<file path="src/design/dram_timing_pkg.sv">
// Purpose: shared constants for the dram interface timing block
// Assumes: one bus state is STATE_TICKS cycles of the 125 MHz clk
// Notes: register offsets are byte addresses on the plain register port
//
// Functional notes
// - enable bit set: area 1 becomes dram space with dram signalling.
// - mux enable set: row then column address on the same pins.
// - row shift field picks an 8, 9 or 10 bit row shift.
// - shift 00: address bits 23..8 on pins 15..0 in the row phase.
// - column phase: address bits 21..0 unshifted on the same pins.
// - pitch chosen per cycle type: cpu read/write, dma read/write.
// - pitch bit 0: short pitch, column phase exactly one state.
// - pitch bit 1: long pitch, column phase two states plus waits.
// - short pitch column strobe high 50% (duty 0) or 35% (duty 1).
// - row strobe precharge lasts one state, or two when selected.
// - wait bit 0: column ends after one state, wait input ignored.
// - wait bit 1: sample wait before second column state, repeat while low.
// - cpu read pitch 1: refresh gets refresh wait count extra states.
package dram_timing_pkg;

  // ----------------------------------------------------------------
  // register map
  // ----------------------------------------------------------------
  localparam int REG_W = 16;
  localparam int RADDR_W = 8;
  localparam logic [7:0] BUS_CTRL_OFS = 8'h00;
  localparam logic [7:0] DRAM_CTRL_OFS = 8'h04;
  localparam logic [7:0] WAIT_ONE_OFS = 8'h08;
  localparam logic [7:0] WAIT_TWO_OFS = 8'h0c;
  localparam logic [7:0] REFRESH_OFS = 8'h10;
  localparam logic [7:0] STATUS_OFS = 8'h14;

  // field positions
  localparam int SPACE_EN_BIT = 0;
  localparam int MUX_EN_BIT = 0;
  localparam int SHIFT_LO_BIT = 1;
  localparam int SHIFT_HI_BIT = 2;
  localparam int DUTY_BIT = 3;
  localparam int PRECHARGE_BIT = 4;
  localparam int READ_PITCH_BIT = 0;
  localparam int WRITE_PITCH_BIT = 1;
  localparam int RWAIT_LO_BIT = 0;
  localparam int RWAIT_HI_BIT = 1;

  // reset values
  localparam logic [15:0] BUS_CTRL_RST = 16'h0000;
  localparam logic [15:0] DRAM_CTRL_RST = 16'h0000;
  localparam logic [15:0] WAIT_ONE_RST = 16'h0000;
  localparam logic [15:0] WAIT_TWO_RST = 16'h0000;
  localparam logic [15:0] REFRESH_RST = 16'h0000;

  // ----------------------------------------------------------------
  // timing and encodings
  // ----------------------------------------------------------------
  localparam int STATE_TICKS_DEFAULT = 20;
  localparam int DUTY_WIDE_PCT = 50;
  localparam int DUTY_NARROW_PCT = 35;
  localparam int PRE_SHORT_STATES = 1;
  localparam int PRE_LONG_STATES = 2;
  localparam logic [2:0] DRAM_AREA = 3'h1;
  localparam logic [1:0] SHIFT_8 = 2'h0;
  localparam logic [1:0] SHIFT_9 = 2'h1;
  localparam logic [1:0] SHIFT_10 = 2'h2;

  typedef enum logic [2:0] {
    ST_IDLE = 3'b000,
    ST_ROW = 3'b001,
    ST_COL1 = 3'b010,
    ST_COL2 = 3'b011,
    ST_RCAS = 3'b100,
    ST_RRAS = 3'b101,
    ST_PRE = 3'b110,
    ST_CWAIT = 3'b111
  } state_type;

endpackage

</file>
<file path="src/design/dram_interface_timing.sv">
// Purpose: dram access sequencer for external area 1
// Assumes: one request at a time, issued only while busy is low
// Notes: outputs are registered; sub-state duty uses STATE_TICKS clocks
//
// Local design decisions: the address map and strobed register access.
`timescale 1ns/1ps
module dram_interface_timing #(
  parameter int STATE_TICKS = dram_timing_pkg::STATE_TICKS_DEFAULT
) (
  input wire logic clk,
  input wire logic resetn,
  // register port
  input wire logic [7:0] reg_addr,
  input wire logic [15:0] reg_wdata,
  input wire logic reg_write,
  input wire logic reg_read,
  output logic [15:0] reg_rdata,
  // internal bus request
  input wire logic req,
  input wire logic req_write,
  input wire logic req_dma,
  input wire logic req_refresh,
  input wire logic [26:0] req_addr,
  output logic busy,
  output logic done,
  output logic not_dram,
  // dram pins
  output logic [21:0] dram_addr,
  output logic ras_n,
  output logic cas_n,
  output logic we_n,
  input wire logic wait_n
);

  localparam int DUTY_WIDE = STATE_TICKS * dram_timing_pkg::DUTY_WIDE_PCT / 100;
  localparam int DUTY_NARROW =
    STATE_TICKS * dram_timing_pkg::DUTY_NARROW_PCT / 100;
  localparam logic [7:0] LAST_TICK = 8'(STATE_TICKS - 1);

  // ----------------------------------------------------------------
  // registers
  // ----------------------------------------------------------------
  logic [15:0] bus_control_reg;
  logic [15:0] dram_area_control_reg;
  logic [15:0] wait_control_reg_one;
  logic [15:0] wait_control_reg_two;
  logic [15:0] refresh_control_reg;
  logic dram_space_enable;
  logic addr_mux_enable;
  logic [1:0] row_shift;
  logic column_strobe_duty_select;
  logic precharge_length_select;
  logic cpu_read_pitch_select;
  logic cpu_write_pitch_select;
  logic dma_read_pitch_select;
  logic dma_write_pitch_select;
  logic [1:0] refresh_wait_count;

  assign dram_space_enable = bus_control_reg[dram_timing_pkg::SPACE_EN_BIT];
  assign addr_mux_enable = dram_area_control_reg[dram_timing_pkg::MUX_EN_BIT];
  assign row_shift = {dram_area_control_reg[dram_timing_pkg::SHIFT_HI_BIT],
                      dram_area_control_reg[dram_timing_pkg::SHIFT_LO_BIT]};
  assign column_strobe_duty_select =
    dram_area_control_reg[dram_timing_pkg::DUTY_BIT];
  assign precharge_length_select =
    dram_area_control_reg[dram_timing_pkg::PRECHARGE_BIT];
  assign cpu_read_pitch_select =
    wait_control_reg_one[dram_timing_pkg::READ_PITCH_BIT];
  assign cpu_write_pitch_select =
    wait_control_reg_one[dram_timing_pkg::WRITE_PITCH_BIT];
  assign dma_read_pitch_select =
    wait_control_reg_two[dram_timing_pkg::READ_PITCH_BIT];
  assign dma_write_pitch_select =
    wait_control_reg_two[dram_timing_pkg::WRITE_PITCH_BIT];
  assign refresh_wait_count =
    {refresh_control_reg[dram_timing_pkg::RWAIT_HI_BIT],
     refresh_control_reg[dram_timing_pkg::RWAIT_LO_BIT]};

  dram_timing_pkg::state_type state_reg, state_next;
  logic [7:0] tick_reg, tick_next;
  logic [2:0] scnt_reg, scnt_next;
  logic [23:0] lat_addr_reg;
  logic lat_write_reg;
  logic long_reg, long_next;

  always_ff @(posedge clk or negedge resetn) begin
    if (!resetn) begin
      bus_control_reg <= dram_timing_pkg::BUS_CTRL_RST;
      dram_area_control_reg <= dram_timing_pkg::DRAM_CTRL_RST;
      wait_control_reg_one <= dram_timing_pkg::WAIT_ONE_RST;
      wait_control_reg_two <= dram_timing_pkg::WAIT_TWO_RST;
      refresh_control_reg <= dram_timing_pkg::REFRESH_RST;
    end else if (reg_write) begin
      unique case (reg_addr)
        dram_timing_pkg::BUS_CTRL_OFS: bus_control_reg <= reg_wdata;
        dram_timing_pkg::DRAM_CTRL_OFS: dram_area_control_reg <= reg_wdata;
        dram_timing_pkg::WAIT_ONE_OFS: wait_control_reg_one <= reg_wdata;
        dram_timing_pkg::WAIT_TWO_OFS: wait_control_reg_two <= reg_wdata;
        dram_timing_pkg::REFRESH_OFS: refresh_control_reg <= reg_wdata;
        default: ;
      endcase
    end
  end

  // read data stands in the cycle after the strobe only
  always_ff @(posedge clk or negedge resetn) begin
    if (!resetn) begin
      reg_rdata <= 16'h0000;
    end else if (reg_read) begin
      unique case (reg_addr)
        dram_timing_pkg::BUS_CTRL_OFS: reg_rdata <= bus_control_reg;
        dram_timing_pkg::DRAM_CTRL_OFS: reg_rdata <= dram_area_control_reg;
        dram_timing_pkg::WAIT_ONE_OFS: reg_rdata <= wait_control_reg_one;
        dram_timing_pkg::WAIT_TWO_OFS: reg_rdata <= wait_control_reg_two;
        dram_timing_pkg::REFRESH_OFS: reg_rdata <= refresh_control_reg;
        dram_timing_pkg::STATUS_OFS: reg_rdata <= {12'h000, busy, state_reg};
        default: reg_rdata <= 16'h0000;
      endcase
    end else begin
      reg_rdata <= 16'h0000;
    end
  end

  // ----------------------------------------------------------------
  // address mapping
  // ----------------------------------------------------------------
  // pins above the shifted row fall to zero; the dram ignores them
  function automatic logic [21:0] row_pins(input logic [23:0] a,
                                           input logic [1:0] sh);
    logic [23:0] s;
    s = a >> 8;
    if (sh == dram_timing_pkg::SHIFT_9) begin
      s = a >> 9;
    end else if (sh == dram_timing_pkg::SHIFT_10) begin
      s = a >> 10;
    end
    return s[21:0];
  endfunction

  // ----------------------------------------------------------------
  // access sequencer
  // ----------------------------------------------------------------
  logic last_tick;
  logic accept;
  logic is_dram;
  logic [23:0] src_addr;
  logic src_write;
  logic [2:0] rras_states;
  logic [2:0] pre_states;
  logic [21:0] dram_addr_next;
  logic ras_n_next;
  logic cas_n_next;
  logic we_n_next;

  assign last_tick = (tick_reg == LAST_TICK);
  assign is_dram = req_refresh ||
    (req_addr[26:24] == dram_timing_pkg::DRAM_AREA);
  assign accept = req && (state_reg == dram_timing_pkg::ST_IDLE) &&
    dram_space_enable && is_dram;
  assign src_addr = (state_reg == dram_timing_pkg::ST_IDLE) ?
    req_addr[23:0] : lat_addr_reg;
  assign src_write = (state_reg == dram_timing_pkg::ST_IDLE) ?
    req_write : lat_write_reg;
  assign rras_states = cpu_read_pitch_select ?
    {1'b0, refresh_wait_count} : 3'h0;
  assign pre_states = precharge_length_select ?
    3'(dram_timing_pkg::PRE_LONG_STATES - 1) :
    3'(dram_timing_pkg::PRE_SHORT_STATES - 1);

  always_comb begin
    unique case ({req_dma, req_write})
      2'b00: long_next = cpu_read_pitch_select;
      2'b01: long_next = cpu_write_pitch_select;
      2'b10: long_next = dma_read_pitch_select;
      2'b11: long_next = dma_write_pitch_select;
    endcase
  end

  always_comb begin
    state_next = state_reg;
    scnt_next = scnt_reg;
    tick_next = last_tick ? 8'h00 : tick_reg + 8'h01;
    unique case (state_reg)
      dram_timing_pkg::ST_IDLE: begin
        tick_next = 8'h00;
        scnt_next = 3'h0;
        if (accept) begin
          state_next = req_refresh ? dram_timing_pkg::ST_RCAS :
            dram_timing_pkg::ST_ROW;
        end
      end
      dram_timing_pkg::ST_ROW: begin
        if (last_tick) state_next = dram_timing_pkg::ST_COL1;
      end
      dram_timing_pkg::ST_COL1: begin
        if (last_tick) begin
          if (!long_reg) begin
            state_next = dram_timing_pkg::ST_PRE;
          end else if (wait_n) begin
            state_next = dram_timing_pkg::ST_COL2;
          end else begin
            state_next = dram_timing_pkg::ST_CWAIT;
          end
        end
      end
      dram_timing_pkg::ST_CWAIT: begin
        if (last_tick && wait_n) begin
          state_next = dram_timing_pkg::ST_COL2;
        end
      end
      dram_timing_pkg::ST_COL2: begin
        if (last_tick) state_next = dram_timing_pkg::ST_PRE;
      end
      dram_timing_pkg::ST_RCAS: begin
        if (last_tick) state_next = dram_timing_pkg::ST_RRAS;
      end
      dram_timing_pkg::ST_RRAS: begin
        if (last_tick) begin
          if (scnt_reg == rras_states) begin
            state_next = dram_timing_pkg::ST_PRE;
            scnt_next = 3'h0;
          end else begin
            scnt_next = scnt_reg + 3'h1;
          end
        end
      end
      dram_timing_pkg::ST_PRE: begin
        if (last_tick) begin
          if (scnt_reg == pre_states) begin
            state_next = dram_timing_pkg::ST_IDLE;
          end else begin
            scnt_next = scnt_reg + 3'h1;
          end
        end
      end
    endcase
  end

  always_ff @(posedge clk or negedge resetn) begin
    if (!resetn) begin
      state_reg <= dram_timing_pkg::ST_IDLE;
      tick_reg <= 8'h00;
      scnt_reg <= 3'h0;
    end else begin
      state_reg <= state_next;
      tick_reg <= tick_next;
      scnt_reg <= scnt_next;
    end
  end

  always_ff @(posedge clk or negedge resetn) begin
    if (!resetn) begin
      lat_addr_reg <= 24'h000000;
      lat_write_reg <= 1'b0;
      long_reg <= 1'b0;
    end else if (accept) begin
      lat_addr_reg <= req_addr[23:0];
      lat_write_reg <= req_write && !req_refresh;
      long_reg <= long_next;
    end
  end

  // ----------------------------------------------------------------
  // pin outputs
  // ----------------------------------------------------------------
  always_comb begin
    dram_addr_next = dram_addr;
    ras_n_next = 1'b1;
    cas_n_next = 1'b1;
    we_n_next = 1'b1;
    unique case (state_next)
      dram_timing_pkg::ST_IDLE: ;
      dram_timing_pkg::ST_ROW: begin
        ras_n_next = 1'b0;
        dram_addr_next = addr_mux_enable ?
          row_pins(src_addr, row_shift) : src_addr[21:0];
      end
      dram_timing_pkg::ST_COL1: begin
        ras_n_next = 1'b0;
        we_n_next = !src_write;
        dram_addr_next = src_addr[21:0];
        // short pitch: strobe high for the first part of the state
        if (!long_reg) begin
          cas_n_next = column_strobe_duty_select ?
            (tick_next < 8'(DUTY_NARROW)) :
            (tick_next < 8'(DUTY_WIDE));
        end
      end
      dram_timing_pkg::ST_CWAIT, dram_timing_pkg::ST_COL2: begin
        ras_n_next = 1'b0;
        cas_n_next = 1'b0;
        we_n_next = !src_write;
        dram_addr_next = src_addr[21:0];
      end
      dram_timing_pkg::ST_RCAS: cas_n_next = 1'b0;
      dram_timing_pkg::ST_RRAS: begin
        ras_n_next = 1'b0;
        cas_n_next = 1'b0;
      end
      dram_timing_pkg::ST_PRE: ;
    endcase
  end

  always_ff @(posedge clk or negedge resetn) begin
    if (!resetn) begin
      dram_addr <= 22'h000000;
      ras_n <= 1'b1;
      cas_n <= 1'b1;
      we_n <= 1'b1;
      busy <= 1'b0;
    end else begin
      dram_addr <= dram_addr_next;
      ras_n <= ras_n_next;
      cas_n <= cas_n_next;
      we_n <= we_n_next;
      busy <= (state_next != dram_timing_pkg::ST_IDLE);
    end
  end

  // a refused request is answered at once so the master never hangs
  always_ff @(posedge clk or negedge resetn) begin
    if (!resetn) begin
      done <= 1'b0;
      not_dram <= 1'b0;
    end else begin
      done <= (req && state_reg == dram_timing_pkg::ST_IDLE && !accept) ||
        (state_reg == dram_timing_pkg::ST_PRE &&
         state_next == dram_timing_pkg::ST_IDLE);
      not_dram <= req && state_reg == dram_timing_pkg::ST_IDLE && !accept;
    end
  end

  // ----------------------------------------------------------------
  // checks
  // ----------------------------------------------------------------
  function automatic logic [2:0] phase_of(input logic [2:0] s);
    return (s == dram_timing_pkg::ST_CWAIT || s == dram_timing_pkg::ST_COL2)
      ? dram_timing_pkg::ST_COL1 : s;
  endfunction

  logic [15:0] dwell_reg;
  always_ff @(posedge clk or negedge resetn) begin
    if (!resetn) begin
      dwell_reg <= 16'h0000;
    end else if (phase_of(state_next) == phase_of(state_reg)) begin
      dwell_reg <= dwell_reg + 16'h0001;
    end else begin
      dwell_reg <= 16'h0000;
    end
  end
endmodule

</file>
<file path="config.mk">
export PLATFORM = sky130hd
export DESIGN_NAME = dram_interface_timing
export DESIGN_NICKNAME = d
export VERILOG_FILES = /design/src/design/dram_timing_pkg.sv /design/src/design/dram_interface_timing.sv
export SDC_FILE = /design/constraint.sdc
export NUM_CORES = 1
export LEC_CHECK = 0
export BUFFER_PORTS_ARGS = -buffer_cell sky130_fd_sc_hd__buf_2
export CORE_UTILIZATION = 41
export CTS_CLUSTER_DIAMETER = 40
export DETAILED_ROUTE_END_ITERATION = 10
export GPL_ROUTABILITY_DRIVEN = 0
export GPL_TIMING_DRIVEN = 0
export PLACE_DENSITY = 0.66
export SYNTH_ARGS = -nofsm -noshare
export SYNTH_HDL_FRONTEND = slang
export SYNTH_SLANG_ARGS = --single-unit
</file>
<file path="constraint.sdc">
create_clock -name clk -period 3.5 [get_ports clk]
set_clock_uncertainty 0.2 [all_clocks]
set_input_delay 0.525 -clock clk [delete_from_list [all_inputs] [get_ports clk]]
set_output_delay 0.525 -clock clk [all_outputs]
set_load 0.1 [all_outputs]
</file>
==> impl_metrics.env, run 1 <==
export IMPL_die_area_um2=19620
export IMPL_syn_area_um2=7817
export IMPL_r2r_cells=8
export IMPL_power_uw=6483
export IMPL_r2r_slack_ns=0.53
export IMPL_largest_register_ffs=24
export IMPL_synthFlopType="dfrtp_1"
export IMPL_min_path_type="input port to register"
export IMPL_die_h_um=140.1
export IMPL_leakagePower_uw=0.004525
export IMPL_dp_hpwl_mm=13.18
export IMPL_outcome="finished clean"
export IMPL_syn_avg_cell_area_um2=11.63
export IMPL_required_ns=3.63
export IMPL_max_slew_worst_pin_slew_ns=0.6943
export IMPL_cp_arrival_ns=3.10
export IMPL_synthArstFlopShare=1.000
export IMPL_grt_max_degree=123
export IMPL_port_buffers=102
export IMPL_vias=5734
export IMPL_drive_gt1_frac=0.3395
export IMPL_holdPathStages=2
export IMPL_place_area_um2=8658
export IMPL_setup_violations=0
export IMPL_critPathKind="register to register"
export IMPL_ant_nets=0
export IMPL_htreeDepth=4
export IMPL_whs_endpoint="lat_addr_reg[22]$_DFFE_PN0P_"
export IMPL_cellPowerDensity_nw_per_um2=699.7
export IMPL_synth_largest_area_cell="dfrtp_1"
export IMPL_worstSetupStartpointType="register"
export IMPL_netlist_area_leader_share=0.5154
export IMPL_endpoint_kind="register"
export IMPL_final_min_clock_period_ns=2.971
export IMPL_synth_cells=672
export IMPL_ios=104
export IMPL_cp_cell_sequence="o21ai_0 > nor4b_1 > nor2_1 > a221o_1 > a22oi_2 > buf_4 > nor2_1 > o31ai_1"
export IMPL_ys_types=68
export IMPL_worst_path_max_fanout=10
export IMPL_grt_pass1_vias=5834
export IMPL_worst_r2r_endpoint="dram_addr[3]$_DFFE_PN0P_"
export IMPL_synthToLayoutAreaGrowth_pct=18.53
export IMPL_final_cell_mix="161 x dfrtp_1, 114 x buf_2, 91 x mux2_2, 73 x nand2_1, 41 x nor2_1"
export IMPL_cpLargestDelayFamily="compound AO/OA/AOI/OAI gates"
export IMPL_hold_violations=0
export IMPL_cp_slowest_cell="nor4b_1"
export IMPL_grt_overflow=0
export IMPL_synth_seq_cells=164
export IMPL_yosys_warnings=0
export IMPL_cts_buffer_depth=2
export IMPL_final_cell_area_um2=9266
export IMPL_fp_dieW_um=140.1
export IMPL_vias_per_cell=5.508
export IMPL_wirelength_mm=18.79
export IMPL_num_rows=50
export IMPL_syn_num_nets=734
export IMPL_antenna_found_initial=0
export IMPL_fin_ws_ns=0.5286
export IMPL_root_buffer="clkbuf_16"
export IMPL_hp_start="req_addr[22]"
export IMPL_first_pass_iters=5
export IMPL_cts_buffers=17
export IMPL_max_freq_ghz=0.3365
export IMPL_ir_drop_uv=336.6
export IMPL_clk_latency_ns=0.43
export IMPL_cts_resized=0
export IMPL_synth_edf_count=0
export IMPL_fp_coreArea_um2=18710
export IMPL_route_detailed_drc=0
export IMPL_seq_area_frac_synth=0.5254
export IMPL_rsz0062_at_grt="no"
export IMPL_tritoncts="done"
export IMPL_utilization=0.4954
export IMPL_floorplan_initialDensity=0.4179
export IMPL_nets=857
export IMPL_cts_hold_buffers=1
export IMPL_r2r_start="refresh_control_reg[0]$_DFFE_PN0P_"
export IMPL_crit_path_max_incr_delay_ns=0.49
export IMPL_critPathBufInv=1
export IMPL_fin_setup_tns_ns=0
export IMPL_antenna_cells=0
export IMPL_wl_per_cell_um=18.05
export IMPL_post_place_ws_ns=0.1244
export IMPL_drt_iter0_drc=442
export IMPL_finalMaxSlewViolations=0
export IMPL_clk_pin_slew_worst_paths_ns=0.06
export IMPL_cts_sinks=164
export IMPL_layout_commonest_cell="dfrtp_1"
export IMPL_post_cts_buffers=0
export IMPL_grtUsageTotal=0.2036
export IMPL_path_common_cell="nor2_1"
export IMPL_synthTopCellsByArea="dfrtp_1 52%, mux2_2 13%, nand2_1 3.5%"
export IMPL_grt_first_pass_wirelength_mm=31.10
export IMPL_max_cap_viol_count=0
export IMPL_fin_crit_sh=0.8490
export IMPL_timing_slew_headroom=0.5336
[Yosys cell counts (all sizes together), types with 8 or more instances]
cell and instances:
dfrtp 161, mux2 106, nand2 76, nor2 41, o21ai 27, a221oi 25, a21oi 24, buf 22
clkbuf 17, mux2i 17, inv 11, a22o 10, a22oi 10, and3 8, nand3 8
[worst max path at each step]
stage | startpoint | to | slack, ns | depth (start not counted)
finish | refresh_control_reg[0]$_DFFE_PN0P_ | dram_addr[3]$_DFFE_PN0P_ | 0.53 | 8
global route | state_reg[1]$_DFF_PN0_ | dram_addr[3]$_DFFE_PN0P_ | 0.29 | 8
CTS | state_reg[1]$_DFF_PN0_ | dram_addr[3]$_DFFE_PN0P_ | 0.50 | 8
detailed placement | reg_addr[0] | wait_control_reg_one[10]$_DFFE_PN0P_ | 0.12 | 9
global placement | resetn | reg_rdata[12]$_DFF_PN0_ | -0.88 | 1
floorplan | reg_addr[0] | wait_control_reg_one[10]$_DFFE_PN0P_ | 0.64 | 8
[cells by family (layout without fill, tap and decap cells)]
kind of cell,after synthesis,after routing,synth area share
AND/OR/NAND/NOR,180,180,0.1172
flip-flops,164,164,0.5254
AO/OA/AOI/OAI,143,143,0.1312
multiplexers,124,124,0.1821
buffers and inverters,50,185,0.03041
XOR/XNOR,8,8,0.008963
adder cells (fa/ha/maj),3,3,0.004641
[layer usage]
metal  track usage  share of wire  vias up
li1              -              -     2714
met1        0.2817           0.47     2832
met2        0.3263           0.47      170
met3       0.03453          0.043       18
met4       0.06420          0.016        0
met5             0              0        -
[area by class of cell]
class / count / area, um2
fillers: 1671 / 9439
clock buffers: 20 / 446.7
well taps: 234 / 292.8
plain buffers: 39 / 196.4
flip-flops and latches: 164 / 4108
clock inverters: 11 / 151.4
repair buffers: 104 / 558.0
inverters: 11 / 41.29
multi-input cells: 458 / 3472
[stage by stage]
stage | cells | hold slack, ns
after global placement | 1008 | 0.1889
final | 1041 | 0.1445
after CTS | 1041 | 0.1340
after floorplan | 672 | 0.02941
after global routing | 1041 | 0.1356
after detailed placement | 1009 | 0.1977
[power breakdown]
group / total, uW / internal [uW] / switching [uW]
clock network: 1920 / 1140 / 774
registers: 2330 / 2170 / 159
logic: 2240 / 544 / 1700
(Power assumes the default switching activity.)
==> run 2, diff against run 1 <==
--- a/config.mk
+++ b/config.mk
@@ -11,7 +11,7 @@
 export DETAILED_ROUTE_END_ITERATION = 10
 export GPL_ROUTABILITY_DRIVEN = 0
 export GPL_TIMING_DRIVEN = 0
-export PLACE_DENSITY = 0.66
+export PLACE_DENSITY = 0.68
 export SYNTH_ARGS = -nofsm -noshare
 export SYNTH_HDL_FRONTEND = slang
 export SYNTH_SLANG_ARGS = --single-unit
==> constraint.sdc (replaced) <==
create_clock -name clk -period 2.4 [get_ports clk]
set_clock_uncertainty 0.2 [all_clocks]
set_input_delay 0.36 -clock clk [delete_from_list [all_inputs] [get_ports clk]]
set_output_delay 0.36 -clock clk [all_outputs]
set_load 0.1 [all_outputs]
==> run 2 against run 1 <==
Clock-buffer cell count shrank 1. Sequential share of layout area fell by 3.6 points. The run now ends with setup timing left. Power grew 49%. Fmax is 15% higher. First-iteration DRC count is 2.5% higher. Final cell count is 5.0% higher. Highest routed layer unchanged. Design area increased by 9.1%. Critical path depth unchanged. Clock power increased by 34%. Non-clock buffer count up 49. Register-to-register slack got worse by 0.71 ns.
==> impl_metrics.env, run 2 (same netlist as run 1, synthesis figures left out) <==
export IMPL_grtUsageTotal=0.2099
export IMPL_finalMaxSlewViolations=0
export IMPL_cts_sinks=164
export IMPL_max_freq_ghz=0.3875
export IMPL_ant_nets=0
export IMPL_endpoint_kind="register"
export IMPL_die_h_um=140.1
export IMPL_power_uw=9692
export IMPL_use_met1=0.2788
export IMPL_htreeDepth=4
export IMPL_cts_buffers=17
export IMPL_violations="setup timing"
export IMPL_hp_start="reg_wdata[13]"
export IMPL_cp_arrival_ns=2.72
export IMPL_fp_coreArea_um2=18710
export IMPL_outcome="finished with violations"
export IMPL_cpLargestDelayFamily="compound AO/OA/AOI/OAI gates"
export IMPL_grt_use_met2=0.3526
export IMPL_floorplan_initialDensity=0.4179
export IMPL_grt_max_degree=85
export IMPL_n_fill_cell=1586
export IMPL_path_common_cell="buf_8"
export IMPL_final_min_clock_period_ns=2.581
export IMPL_r2r_slack_ns=-0.18
export IMPL_grt_busiest_layer="met2"
export IMPL_route_detailed_drc=0
export IMPL_r2r_start="refresh_control_reg[1]$_DFFE_PN0P_"
export IMPL_wirelength_mm=19.92
export IMPL_antenna_found_initial=1
export IMPL_ir_drop_uv=493.3
export IMPL_wl_per_cell_um=18.22
export IMPL_root_buffer="clkbuf_16"
export IMPL_fin_crit_sh=1.075
export IMPL_fin_ws_ns=-0.1808
export IMPL_drive_gt1_frac=0.4189
export IMPL_cts_buffer_depth=2
export IMPL_grt_overflow=0
export IMPL_post_place_ws_ns=-0.6784
export IMPL_worstSetupStartpointType="register"
export IMPL_clk_latency_ns=0.43
export IMPL_vias_per_cell=5.509
export IMPL_layout_commonest_cell="dfrtp_1"
export IMPL_required_ns=2.54
export IMPL_num_rows=50
export IMPL_setup_violations=23
export IMPL_nets=906
export IMPL_largest_register_ffs=24
export IMPL_dp_hpwl_mm=13.44
export IMPL_place_area_um2=8801
export IMPL_min_path_type="input port to register"
export IMPL_max_cap_viol_count=0
export IMPL_hold_violations=0
export IMPL_clk_pin_slew_worst_paths_ns=0.07
export IMPL_tritoncts="done"
export IMPL_synthToLayoutAreaGrowth_pct=29.27
export IMPL_leakagePower_uw=0.004893
export IMPL_cellPowerDensity_nw_per_um2=959.0
export IMPL_rsz0062_at_grt="yes"
export IMPL_crit_path_max_incr_delay_ns=0.41
export IMPL_max_slew_worst_pin_slew_ns=0.6555
export IMPL_crit_start="refresh_control_reg[1]$_DFFE_PN0P_"
export IMPL_r2r_cells=8
export IMPL_timing_slew_headroom=0.5505
export IMPL_cp_cell_sequence="nand4bb_1 > o32ai_2 > nor2_1 > a221o_1 > maj3_2 > buf_8 > buf_8 > o31ai_2"
export IMPL_vias=6021
export IMPL_worst_path_max_fanout=7
export IMPL_whs_ns=0.009170
export IMPL_port_buffers=102
export IMPL_drt_iter0_drc=453
export IMPL_first_pass_iters=5
export IMPL_whs_endpoint="wait_control_reg_two[13]$_DFFE_PN0P_"
export IMPL_final_cell_area_um2=10110
export IMPL_critPathBufInv=2
export IMPL_grt_first_pass_wirelength_mm=31.84
export IMPL_worst_r2r_endpoint="dram_addr[7]$_DFFE_PN0P_"
export IMPL_critPathKind="register to register"
export IMPL_final_cell_mix="158 x dfrtp_1, 105 x buf_2, 91 x mux2_2, 62 x nand2_1, 39 x nor2_1"
export IMPL_fp_dieW_um=140.1
export IMPL_ios=104
export IMPL_grt_met3_usage=0.04034
export IMPL_cp_slowest_cell="dfrtp_1"
export IMPL_grt_pass1_vias=5995
export IMPL_holdPathStages=2
export IMPL_die_area_um2=19620
export IMPL_utilization=0.5403
## run 2: changes by cell type in the layout (fill, tap and decap cells not counted), sizes merged
cell and change:
buf +25, dlygate4sd3 +21, inv +6, bufinv -3
clkinvlp -3, clkbuf +2, clkinv +2, diode +2
## run 2: cell type report
| type | instances | area [um2] | area share |
|---|---|---|---|
| antenna | 2 | 5.005 | 0.0004952 |
| sequential | 164 | 4111 | 0.4068 |
| multi-input combinational | 458 | 3750 | 0.3711 |
| timing repair buffer | 155 | 1066 | 0.1055 |
| buffer | 37 | 282.8 | 0.02798 |
| clock inverter | 13 | 113.9 | 0.01127 |
| clock buffer | 19 | 442.9 | 0.04383 |
| tap | 234 | 292.8 | 0.02897 |
| inverter | 11 | 41.29 | 0.004086 |
## run 2: routing by layer
layer	share of wire	wire [um]
met1	0.44	8825
met2	0.49	9775
met3	0.056	1123
met4	0.0098	195
met5	0	0
## run 2: worst max path at each step
stage	to	slack (ns)	depth (start not counted)
floorplan	wait_control_reg_one[10]$_DFFE_PN0P_	-0.23	8
global placement	refresh_control_reg[10]$_DFFE_PN0P_	-1.81	1
detailed placement	wait_control_reg_one[7]$_DFFE_PN0P_	-0.68	9
CTS	dram_addr[7]$_DFFE_PN0P_	-0.19	8
global route	dram_addr[10]$_DFFE_PN0P_	-0.30	10
finish	dram_addr[7]$_DFFE_PN0P_	-0.18	8
## run 2: repair_timing
action                                  CTS  global route
gates cloned                              2             2
endpoints found under the setup margin   63            39
pin swaps                                16            10
endpoints found under the hold margin    98             0
setup buffers                            24             2
hold buffers                             22             0
gates resized for setup                  36            31
## run 2: where the power goes
part,total [uW],internal [uW],switching [uW]
combinational,3700,1070,2630
clock,2580,1390,1190
sequential,3410,3160,252
## run 2: per-stage QoR
stage / cells / TNS (ns)
2_1_floorplan: 672 / -5.895
5_1_grt: 1091 / -5.831
3_3_place_gp: 1008 / -335.85
4_1_cts: 1088 / -3.151
3_5_place_dp: 1009 / -45.96
6_report: 1093 / -3.084
==> run 3, diff against run 2 <==
--- a/config.mk
+++ b/config.mk
@@ -5,6 +5,7 @@
 export SDC_FILE = /design/constraint.sdc
 export NUM_CORES = 1
 export LEC_CHECK = 0
+export ABC_AREA = 1
 export BUFFER_PORTS_ARGS = -buffer_cell sky130_fd_sc_hd__buf_2
 export CORE_UTILIZATION = 41
 export CTS_CLUSTER_DIAMETER = 40
==> run 3 against run 2 <==
The flow now finishes without violations. Power fell by 1.5%. Flip-flop and latch count did not move. Sequential power fell by 6%. Via count rose by 24%. Design area fell by 3.8%. Synthesized cell count rose by 54%. Synthesized area rose by 2.9%. Combinational power fell by 5%. Hold slack improved by 0.0065 ns. Largest cell class unchanged.
==> impl_metrics.env, run 3 <==
export IMPL_layout_commonest_cell="nand2_1"
export IMPL_rsz0062_at_grt="yes"
export IMPL_fp_coreArea_um2=18960
export IMPL_max_slew_worst_pin_slew_ns=0.9044
export IMPL_timing_slew_headroom=0.3938
export IMPL_max_freq_ghz=0.4361
export IMPL_utilization=0.5129
export IMPL_cts_buffer_depth=2
export IMPL_place_inst=1396
export IMPL_syn_num_nets=1094
export IMPL_grt_max_degree=119
export IMPL_synth_most_common_cell="nand2_1"
export IMPL_place_area_um2=8920
export IMPL_final_cell_mix="347 x nand2_1, 160 x o21ai_0, 158 x dfrtp_1, 108 x buf_2, 95 x inv_1"
export IMPL_final_min_clock_period_ns=2.293
export IMPL_ant_nets=0
export IMPL_drive_gt1_frac=0.1710
export IMPL_vias=7460
export IMPL_grt_overflow=0
export IMPL_drt_iter0_drc=719
export IMPL_leakagePower_uw=0.004817
export IMPL_netlist_area_leader_share=0.5010
export IMPL_htreeDepth=4
export IMPL_dp_hpwl_mm=15.86
export IMPL_min_path_type="input port to register"
export IMPL_cellPowerDensity_nw_per_um2=982.3
export IMPL_fin_crit_sh=0.9555
export IMPL_grt_first_pass_wirelength_mm=36.18
export IMPL_worstSetupStartpointType="register"
export IMPL_seq_area_frac_synth=0.5108
export IMPL_ys_top_cells_by_count="350 x nand2_1, 173 x o21ai_0, 161 x dfrtp_1"
export IMPL_cts_sinks=164
export IMPL_wl_per_cell_um=15.86
export IMPL_clk_latency_ns=0.44
export IMPL_syn_avg_cell_area_um2=7.792
export IMPL_endpoint_kind="register"
export IMPL_clk_pin_slew_worst_paths_ns=0.06
export IMPL_cp_arrival_ns=2.46
export IMPL_yosys_warnings=0
export IMPL_num_rows=50
export IMPL_grtUsageTotal=0.2327
export IMPL_port_buffers=103
export IMPL_vias_per_cell=5.177
export IMPL_outcome="finished clean"
export IMPL_root_buffer="clkbuf_16"
export IMPL_final_cell_area_um2=9723
export IMPL_largest_register_ffs=24
export IMPL_antenna_found_initial=0
export IMPL_setup_violations=0
export IMPL_nets=1231
export IMPL_synthArstFlopShare=1.000
export IMPL_cts_buffers=17
export IMPL_required_ns=2.57
export IMPL_synth_largest_area_cell="dfrtp_1"
export IMPL_synthToLayoutAreaGrowth_pct=20.91
export IMPL_synth_seq_cells=164
export IMPL_worst_path_max_fanout=10
export IMPL_die_area_um2=20180
export IMPL_fin_setup_tns_ns=0
export IMPL_n_fill_cell=1851
export IMPL_whs_ns=0.01564
export IMPL_synthTopCellsByArea="dfrtp_1 50%, nand2_1 16%, o21ai_0 11%"
export IMPL_tritoncts="done"
export IMPL_ys_types=43
export IMPL_grt_pass1_vias=6930
export IMPL_ios=104
export IMPL_fp_dieW_um=142.0
export IMPL_max_cap_viol_count=0
export IMPL_hold_violations=0
export IMPL_wirelength_mm=22.85
export IMPL_antenna_cells=0
export IMPL_synth_cells=1032
export IMPL_die_h_um=142.0
export IMPL_finalMaxSlewViolations=0
export IMPL_first_pass_iters=7
export IMPL_syn_area_um2=8041
export IMPL_synth_edf_count=0
export IMPL_critPathKind="register to register"
export IMPL_fin_cells=1441
export IMPL_floorplan_initialDensity=0.4242
export IMPL_ir_drop_uv=645.7
export IMPL_synthFlopType="dfrtp_1"
export IMPL_route_detailed_drc=0
-- run 3: changes by cell type in the layout (fill, tap and decap cells not counted), sizes merged, moves of 23 or more --
cell	change
a221oi	-25
buf	-23
inv	+86
mux2	-106
nand2	+288
nand3	+52
o21ai	+150
-- run 3: per-stage QoR --
step / total power (uW) / setup WS [ns]
2_1_floorplan: 5776 / 0.2594
3_3_place_gp: 6508 / -1.803
3_5_place_dp: 6554 / -0.3040
4_1_cts: 9390 / 0.007621
5_1_grt: 10030 / -0.03611
6_report: 9551 / 0.1068
-- run 3: path summary, 6_finish.rpt --
| check | endpoint | cells past startpoint | slack [ns] | startpoint |
|---|---|---|---|---|
| setup / recovery | dram_addr[2]$_DFFE_PN0P_ | 12 | 0.11 | state_reg[1]$_DFF_PN0_ |
| hold reg to reg | we_n$_DFF_PN1_ | 1 | 0.23 | lat_write_reg$_DFFE_PN0P_ |
| hold / removal | lat_addr_reg[10]$_DFFE_PN0P_ | 3 | 0.02 | req_addr[10] |
| max in group asynchronous | tick_reg[0]$_DFF_PN0_ | 3 | 0.85 | resetn |
| setup reg to reg | dram_addr[2]$_DFFE_PN0P_ | 12 | 0.11 | state_reg[1]$_DFF_PN0_ |
| min in group asynchronous | busy$_DFF_PN0_ | 2 | 0.21 | resetn |
-- run 3: worst max-delay path: stages, from the launching register on --
cell and delay, ns:
dfrtp_1 0.43, nor2_4 0.16, nand2_2 0.08, buf_4 0.18, o21ai_0 0.41, inv_1 0.13
o21ai_0 0.15, o21ai_0 0.16, nand2_1 0.11, nand2_1 0.05, nand2_1 0.05, nand2_1 0.05
nand2_1 0.05
-- run 3: layer usage --
layer	global-route usage	vias up	part of all wire
li1	-	3616	-
met4	0.06735	0	0.012
met2	0.3695	266	0.47
met1	0.3263	3550	0.45
met3	0.03937	28	0.065
met5	0	-	0
-- run 3: logic make-up (layout without fill, tap and decap cells) --
logic type	after synthesis	after routing	synth area share
flops	164	164	0.5108
buf+inv	151	300	0.07702
compound gates	234	234	0.1585
fa+ha+maj	2	2	0.003111
simple gates	478	478	0.2472
xor+xnor	3	3	0.003268
-- run 3: power breakdown --
group | internal, uW | switching [uW]
logic | 930 | 2600
registers | 3040 | 183
clock network | 1610 | 1200
total | 5570 | 3980
-- run 3: what timing repair did --
action / 4_1_cts / 5_1_grt
setup endpoints to repair: 21 / 24
hold buffers: 7 / 0
pin swaps: 0 / 2
endpoints found under the hold margin: 52 / 0
gates resized for setup: 6 / 32
setup buffers: 0 / 7
-- run 3: area by class of cell --
| class | count | area (um2) | share of cell area |
|---|---|---|---|
| flip-flops and latches | 164 | 4111 | 0.4229 |
| repair buffers | 118 | 675.6 | 0.06949 |
| multi-input cells | 717 | 3381 | 0.3477 |
| well taps | 260 | 325.3 | 0.03346 |
| inverters | 104 | 395.4 | 0.04066 |
| clock buffers | 19 | 452.9 | 0.04658 |
| plain buffers | 47 | 236.5 | 0.02432 |
| clock inverters | 12 | 145.1 | 0.01493 |
